$ cat src/logic/lsc_pkg.sv
// constants, field layouts and decode tables for the limiter stage register bank
package lsc_pkg;

   localparam int unsigned ADDR_W = 8;
   localparam int unsigned DATA_W = 8;

   // register addresses
   localparam logic [7:0] ADDR_POWER_LEVEL = 8'h08;
   localparam logic [7:0] ADDR_MID_TIMING  = 8'h09;
   localparam logic [7:0] ADDR_FAST_CTRL   = 8'h0a;

   // power ceiling field
   localparam int unsigned PO_LSB = 0;
   localparam int unsigned PO_W   = 4;
   localparam logic [3:0] PO_SPK_DEFAULT = 4'h6;
   localparam logic [3:0] PO_SPK_MAX     = 4'h8;
   localparam logic [3:0] PO_RCV_OFF     = 4'h9;

   // middle timing fields
   localparam int unsigned MAT_LSB = 2;
   localparam int unsigned MAT_W   = 3;
   localparam int unsigned MFA_LSB = 0;
   localparam int unsigned MFA_W   = 2;
   localparam logic [2:0] MAT_DEFAULT = 3'h2;
   localparam logic [1:0] MFA_DEFAULT = 2'h0;

   // fast control fields
   localparam int unsigned FAT_LSB = 1;
   localparam int unsigned FAT_W   = 2;
   localparam int unsigned FPD_BIT = 0;
   localparam logic [1:0] FAT_DEFAULT = 2'h1;
   localparam logic       FPD_DEFAULT = 1'h0;
   localparam logic [4:0] FAST_RSVD_VALUE = 5'h09;
   localparam int unsigned FAST_RSVD_LSB  = 3;

   // decoded figures: power in mW, rates in nanoseconds per dB
   localparam int unsigned MW_W   = 12;
   localparam int unsigned RATE_W = 18;
   localparam logic [11:0] PO_BASE_MW = 12'h190; // 400 mW
   localparam logic [11:0] PO_STEP_MW = 12'h0c8; // 200 mW

   typedef logic [17:0] lsc_rate_t;

   // reserved-code substitution, mode dependent
   function automatic logic [3:0] lsc_filter_ceiling(input logic [3:0] code, input logic spk);
      if (!spk)
         lsc_filter_ceiling = PO_RCV_OFF;
      else if (code > PO_SPK_MAX)
         lsc_filter_ceiling = PO_SPK_DEFAULT;
      else
         lsc_filter_ceiling = code;
   endfunction

   function automatic lsc_rate_t lsc_mid_attack(input logic [2:0] code);
      case (code)
         3'h0: lsc_mid_attack = 18'h000a0;    // 0.16
         3'h1: lsc_mid_attack = 18'h00140;    // 0.32
         3'h2: lsc_mid_attack = 18'h00280;    // 0.64
         3'h3: lsc_mid_attack = 18'h00a00;    // 2.56
         3'h4: lsc_mid_attack = 18'h02800;    // 10.24
         3'h5: lsc_mid_attack = 18'h0a028;    // 41
         3'h6: lsc_mid_attack = 18'h14050;    // 82
         default: lsc_mid_attack = 18'h280a0; // 164
      endcase
   endfunction

   function automatic lsc_rate_t lsc_mid_first(input logic [1:0] code);
      case (code)
         2'h0: lsc_mid_first = 18'h000a0;    // 0.16
         2'h1: lsc_mid_first = 18'h00280;    // 0.64
         2'h2: lsc_mid_first = 18'h00a00;    // 2.56
         default: lsc_mid_first = 18'h02800; // 10.24
      endcase
   endfunction

   function automatic lsc_rate_t lsc_fast_attack(input logic [1:0] code);
      case (code)
         2'h0: lsc_fast_attack = 18'h00028;    // 0.04
         2'h1: lsc_fast_attack = 18'h00050;    // 0.08
         2'h2: lsc_fast_attack = 18'h000a0;    // 0.16
         default: lsc_fast_attack = 18'h00140; // 0.32
      endcase
   endfunction

endpackage

$ cat src/logic/lsc_ceiling_decode.sv
// power ceiling code to output power figure
`timescale 1ns/1ns
`default_nettype none
module lsc_ceiling_decode
   import lsc_pkg::*;
(
   input  wire logic [3:0]  code,        // stored ceiling code
   input  wire logic        spk,         // speaker mode selected
   output logic      [11:0] power_mw,    // ceiling in mW, 0 when stage off
   output logic             stage_off    // middle stage disabled
);
   logic [3:0] eff;

   always_comb begin
      eff       = lsc_filter_ceiling(code, spk);
      stage_off = (eff == PO_RCV_OFF);
      if (stage_off)
         power_mw = '0;
      else
         power_mw = PO_BASE_MW + 12'(PO_STEP_MW * {8'h00, eff});
   end
endmodule
`default_nettype wire

$ cat src/logic/lsc_regs.sv
// configuration register bank for the middle and fast limiter stages
`timescale 1ns/1ns
`default_nettype none
module lsc_regs
   import lsc_pkg::*;
(
   input  wire logic              sys_clk,               // 100 MHz system clock
   input  wire logic              rst_b,                 // synchronous reset, active low
   input  wire logic              speaker_mode_select,   // 1 speaker, 0 receiver
   input  wire logic [ADDR_W-1:0] reg_addr,              // register address
   input  wire logic [DATA_W-1:0] reg_wdata,             // write data
   input  wire logic              reg_wr,                // write strobe
   input  wire logic              reg_rd,                // read strobe
   output logic      [DATA_W-1:0] reg_rdata,             // read data, valid with reg_rvalid
   output logic                   reg_rvalid,            // read answer pulse
   output logic      [3:0]        middle_stage_power_ceiling,      // effective ceiling code
   output logic      [MW_W-1:0]   middle_stage_power_mw,           // ceiling in mW
   output logic                   middle_stage_off,                // middle stage disabled
   output lsc_rate_t              middle_stage_attack_rate,        // ns per dB
   output lsc_rate_t              middle_stage_first_attack_rate,  // ns per dB
   output lsc_rate_t              fast_stage_attack_rate,          // ns per dB
   output logic                   fast_stage_powerdown             // fast stage powered down
);

   logic [3:0] po_q;
   logic [2:0] mat_q;
   logic [1:0] mfa_q;
   logic [1:0] fat_q;
   logic       fpd_q;
   logic [7:0] rdata_d;
   logic [MW_W-1:0] dec_mw;
   logic            dec_off;

   logic wr_po, wr_mt, wr_fc;
   assign wr_po = reg_wr && (reg_addr == ADDR_POWER_LEVEL);
   assign wr_mt = reg_wr && (reg_addr == ADDR_MID_TIMING);
   assign wr_fc = reg_wr && (reg_addr == ADDR_FAST_CTRL);

   // power ceiling field; reset default follows the mode
   always_ff @(posedge sys_clk) begin
      if (!rst_b)
         po_q <= lsc_filter_ceiling(PO_SPK_DEFAULT, speaker_mode_select);
      else if (wr_po)
         po_q <= lsc_filter_ceiling(reg_wdata[PO_LSB +: PO_W], speaker_mode_select);
   end

   // middle timing fields
   always_ff @(posedge sys_clk) begin
      if (!rst_b) begin
         mat_q <= MAT_DEFAULT;
         mfa_q <= MFA_DEFAULT;
      end else if (wr_mt) begin
         mat_q <= reg_wdata[MAT_LSB +: MAT_W];
         mfa_q <= reg_wdata[MFA_LSB +: MFA_W];
      end
   end

   // fast stage fields
   always_ff @(posedge sys_clk) begin
      if (!rst_b) begin
         fat_q <= FAT_DEFAULT;
         fpd_q <= FPD_DEFAULT;
      end else if (wr_fc) begin
         fat_q <= reg_wdata[FAT_LSB +: FAT_W];
         fpd_q <= reg_wdata[FPD_BIT];
      end
   end

   // read mux; reserved bits and unmapped addresses read fixed values
   always_comb begin
      rdata_d = '0;
      case (reg_addr)
         ADDR_POWER_LEVEL: rdata_d[PO_LSB +: PO_W] = po_q;
         ADDR_MID_TIMING: begin
            rdata_d[MAT_LSB +: MAT_W] = mat_q;
            rdata_d[MFA_LSB +: MFA_W] = mfa_q;
         end
         ADDR_FAST_CTRL: begin
            rdata_d[FAST_RSVD_LSB +: 5] = FAST_RSVD_VALUE;
            rdata_d[FAT_LSB +: FAT_W]   = fat_q;
            rdata_d[FPD_BIT]            = fpd_q;
         end
         default: rdata_d = '0;
      endcase
   end

   always_ff @(posedge sys_clk) begin
      if (!rst_b) begin
         reg_rdata  <= '0;
         reg_rvalid <= 1'b0;
      end else begin
         reg_rvalid <= reg_rd;
         if (reg_rd)
            reg_rdata <= rdata_d;
      end
   end

   // mode-dependent decode of the stored ceiling
   lsc_ceiling_decode u_ceiling (
      .code      (po_q),
      .spk       (speaker_mode_select),
      .power_mw  (dec_mw),
      .stage_off (dec_off)
   );

   // registered decoded outputs, one cycle behind the fields
   always_ff @(posedge sys_clk) begin
      if (!rst_b) begin
         middle_stage_power_ceiling <= '0;
         middle_stage_power_mw      <= '0;
         middle_stage_off           <= 1'b0;
      end else begin
         middle_stage_power_ceiling <= lsc_filter_ceiling(po_q, speaker_mode_select);
         middle_stage_power_mw      <= dec_mw;
         middle_stage_off           <= dec_off;
      end
   end

   always_ff @(posedge sys_clk) begin
      if (!rst_b) begin
         middle_stage_attack_rate       <= '0;
         middle_stage_first_attack_rate <= '0;
         fast_stage_attack_rate         <= '0;
         fast_stage_powerdown           <= 1'b0;
      end else begin
         middle_stage_attack_rate       <= lsc_mid_attack(mat_q);
         middle_stage_first_attack_rate <= lsc_mid_first(mfa_q);
         fast_stage_attack_rate         <= lsc_fast_attack(fat_q);
         fast_stage_powerdown           <= fpd_q;
      end
   end
endmodule
`default_nettype wire

$ cat config.mk
export PLATFORM = sky130hd
export DESIGN_NAME = lsc_regs
export DESIGN_NICKNAME = d
export VERILOG_FILES = /design/src/logic/lsc_pkg.sv /design/src/logic/lsc_ceiling_decode.sv /design/src/logic/lsc_regs.sv
export SDC_FILE = /design/constraint.sdc
export NUM_CORES = 1
export LEC_CHECK = 0
export BUFFER_PORTS_ARGS = -buffer_cell sky130_fd_sc_hd__buf_4
export CORE_UTILIZATION = 50
export DETAILED_ROUTE_END_ITERATION = 7
export GPL_TIMING_DRIVEN = 0
export PLACE_DENSITY = 0.81
export SYNTH_ARGS = -nofsm -noshare
export SYNTH_HDL_FRONTEND = slang
export SYNTH_HIERARCHICAL = 1
export SYNTH_SLANG_ARGS = --single-unit
$ cat constraint.sdc
create_clock -name sys_clk -period 3.6 [get_ports sys_clk]
set_clock_uncertainty 0.15 [all_clocks]
set_input_delay 0.72 -clock sys_clk [delete_from_list [all_inputs] [get_ports sys_clk]]
set_output_delay 0.72 -clock sys_clk [all_outputs]
set_load 0.02 [all_outputs]
==> results_dict.tcl <==
set metrics [dict create \
    timing.setup.tns_ps 0 \
    clockBufferDepth 2 \
    syn_avg_cell_area_um2 9.27 \
    layout.cells.non_filler 497 \
    nets 457 \
    hold_viol 0 \
    ant_nets 0 \
    crit_path_start_kind "register" \
    grt_start_max_net_pins 12 \
    cts_max_level 3 \
    synthFlopType "dfxtp_1" \
    track_usage_pct 20.1 \
    antenna_found_initial 0 \
    clkSlewWorstSetupHoldPaths_ps 70 \
    holdWs_ps 282 \
    grt_pass1_vias 2069 \
    maxCapViolCount 0 \
    holdCritPathClass "reg2reg" \
    ir_drop_uv 319 \
    grt_overflow 0 \
    synthDistinctLibCells 49 \
    worst_pin_slew_ps 772 \
    drt_iter0_markers 113 \
    r2r_cells 10 \
    ioPinCount 102 \
    layout-drive-gt1-share_pct 30.8 \
    place_congestion 0.891 \
    via_count 2275 \
    min_period_ps 3330 \
    cts_hold_buf 0 \
    slew_violations 0 \
    maxSlewHeadroom_pct 47.8 \
    min_path_cells 1 \
    setup_viol 0 \
    status "finished, final reports clean" \
    crit_type "reg2reg" \
    cts_tree "yes" \
    cts_resized 0 \
    numPortBuffers 64 \
    clock.fmax_ghz 0.300 \
    seq_area_frac_synth_pct 42.2 \
    synth_area_um2 2890 \
    clock_sinks 59 \
    die_area_um2 6090 \
    routed_wirelength_mm 5.60 \
    die_w_um 78.0 \
    syn2layout_area_growth_pct 33.2 \
    nFillCells 425 \
    drc_errors 0 \
    viasPerCell 4.58 \
    clk_latency_ps 330 \
    powerDensity_nw_per_um2 480 \
    post_cts_buffers 0 \
    numCtsBuffers 9 \
    rsz0062_at_grt "no" \
    p_leak_nw 1.92 \
    ys_warn_count 6 \
    synth_seq_cells 59 \
    grt_pass1_wl_mm 9.23 \
    required_ps 3730 \
    dpl.hpwl_mm 4.17 \
    final_util_pct 69.5 \
    grt-busiest-layer "met2" \
    core.rowCount 27 \
    async_reset_ff_share_pct 0 \
    synth_cells 312 \
    initial_core_util_pct 52.2 \
    die_y_um 78.0 \
    dp.cells 481 \
    critPathMaxFanout 9 \
    wl_per_cell_um 11.3 \
    cts_root_buf "clkbuf_8" \
    grt_use_met1_pct 23.3 \
    gr-usage-met2_pct 32.7 \
    diodes 0 \
    fin_crit_sh_pct 92.6 \
    met3_usage_pct 6.86 \
    cp.arrival_ps 3460 \
    cp-end-kind "register" \
    first_pass_iters 4 \
    synth_edf_count 4 \
    core-area_um2 5540 \
]
[synthesized netlist by cell type (all sizes together), types with 2 or more instances]
| cell | n | share of area, % |
|---|---|---|
| inv | 20 | 2.6 |
| nor3 | 8 | 1.4 |
| nor4b | 3 | 1.6 |
| edfxtp | 4 | 4.2 |
| xnor2 | 3 | 0.91 |
| and3 | 2 | 0.43 |
| and2 | 24 | 5.2 |
| buf | 40 | 10 |
| dfxtp | 55 | 38 |
| ha | 15 | 6.5 |
| or2 | 2 | 0.43 |
| a221oi | 3 | 0.91 |
| mux2 | 3 | 1.2 |
| mux2i | 10 | 3.5 |
| clkbuf | 7 | 0.91 |
| nand2 | 19 | 2.5 |
| a21oi | 11 | 1.9 |
| nand4 | 5 | 1.6 |
| nand2b | 4 | 0.87 |
| conb | 2 | 0.26 |
| o21a | 3 | 0.78 |
| a41oi | 3 | 0.91 |
| nand3 | 2 | 0.35 |
| nor2 | 24 | 3.1 |
| nor3b | 3 | 0.78 |
| o31ai | 3 | 1.1 |
| nor2b | 11 | 2.5 |
| o21ai | 11 | 1.9 |
[per-layer routing]
layer	part of all wire [%]	routed length (um)	vias to the layer above
met3	7.6	428	9
met1	44	2450	986
li1	-	-	1184
met5	0	0	-
met4	1.8	101	0
met2	47	2620	96
[state kept, by name, summed over array words and instances (netlist names)]
register / count
fast_stage_attack_rate: 6
fast_stage_powerdown: 1
fat_q: 2
fpd_q: 1
mat_q: 3
mfa_q: 2
middle_stage_attack_rate: 11
middle_stage_first_attack_rate: 5
middle_stage_off: 1
middle_stage_power_ceiling: 4
middle_stage_power_mw: 12
po_q: 4
reg_rdata: 6
reg_rvalid: 1
[where the power goes]
part	switching (W)	internal (W)
Sequential	0.0000148	0.000693
Clock	0.000254	0.000532
Combinational	0.000196	0.000161
Total	0.000465	0.00139
[kinds of logic (layout without fill, tap and decap cells)]
family	Yosys count	after routing	synth area share [%]
adders and majority gates	16	16	7.18
DFF	59	59	42.2
buffers and inverters	68	148	13.7
and+or+nand+nor	110	110	21.6
xor gates and xnor gates	4	4	1.21
other	2	35	0.260
AOI/OAI and AO/OA	40	40	9.17
muxes	13	13	4.63
[path summary, 6_finish.rpt]
path / start / end / slack (ps)
worst max register to register: po_q[3] / middle_stage_power_mw[11] / 270
worst min-delay path: mat_q[1] / middle_stage_attack_rate[8] / 280
worst min register to register: mat_q[1] / middle_stage_attack_rate[8] / 280
worst max-delay path: po_q[3] / middle_stage_power_mw[11] / 270
[final cells by class]
type / instances / area, um2 / area share (%)
buffer: 47 / 318 / 8.25
clock buffer: 10 / 128 / 3.31
clock inverter: 6 / 138 / 3.57
inverter: 21 / 78.8 / 2.05
multi-input combinational: 218 / 1400 / 36.3
sequential: 59 / 1220 / 31.7
tap: 72 / 90.1 / 2.34
timing repair buffer: 64 / 480 / 12.5
[worst max-delay path, cell delays in order (launching register included)]
cell	delay (ps)
edfxtp_1	490
inv_1	90
o41ai_1	740
ha_1	260
ha_1	160
inv_1	50
fa_1	480
and4_2	280
o31ai_2	250
mux2i_1	200
and2_1	130
[placed cells by master, fill, tap and decap left out, types with 2 or more instances in the layout]
| cell | count |
|---|---|
| a21oi_1 | 11 |
| a221oi_1 | 3 |
| a41oi_1 | 3 |
| and2_1 | 23 |
| and3_1 | 2 |
| buf_2 | 2 |
| buf_4 | 101 |
| bufinv_16 | 4 |
| clkbuf_1 | 8 |
| clkbuf_8 | 9 |
| clkinv_4 | 2 |
| conb_1 | 35 |
| dfxtp_1 | 55 |
| edfxtp_1 | 4 |
| ha_1 | 15 |
| inv_1 | 20 |
| mux2_2 | 3 |
| mux2i_1 | 10 |
| nand2_1 | 19 |
| nand2b_1 | 4 |
| nand3_1 | 2 |
| nand4_1 | 4 |
| nor2_1 | 24 |
| nor2b_1 | 10 |
| nor3_1 | 8 |
| nor3b_1 | 3 |
| o21a_1 | 3 |
| o21ai_0 | 10 |
| o31ai_2 | 2 |
| or2_2 | 2 |
| xnor2_1 | 3 |
[through the flow]
step	total power (W)	area (um2)	setup slack, ps
6_report	0.00185	3850	266
5_1_grt	0.00195	3850	10.5
4_1_cts	0.00186	3850	221
3_5_place_dp	0.00108	3590	262
3_3_place_gp	0.00107	3590	312
2_1_floorplan	0.000980	3020	618
(Power assumes the default switching activity.)
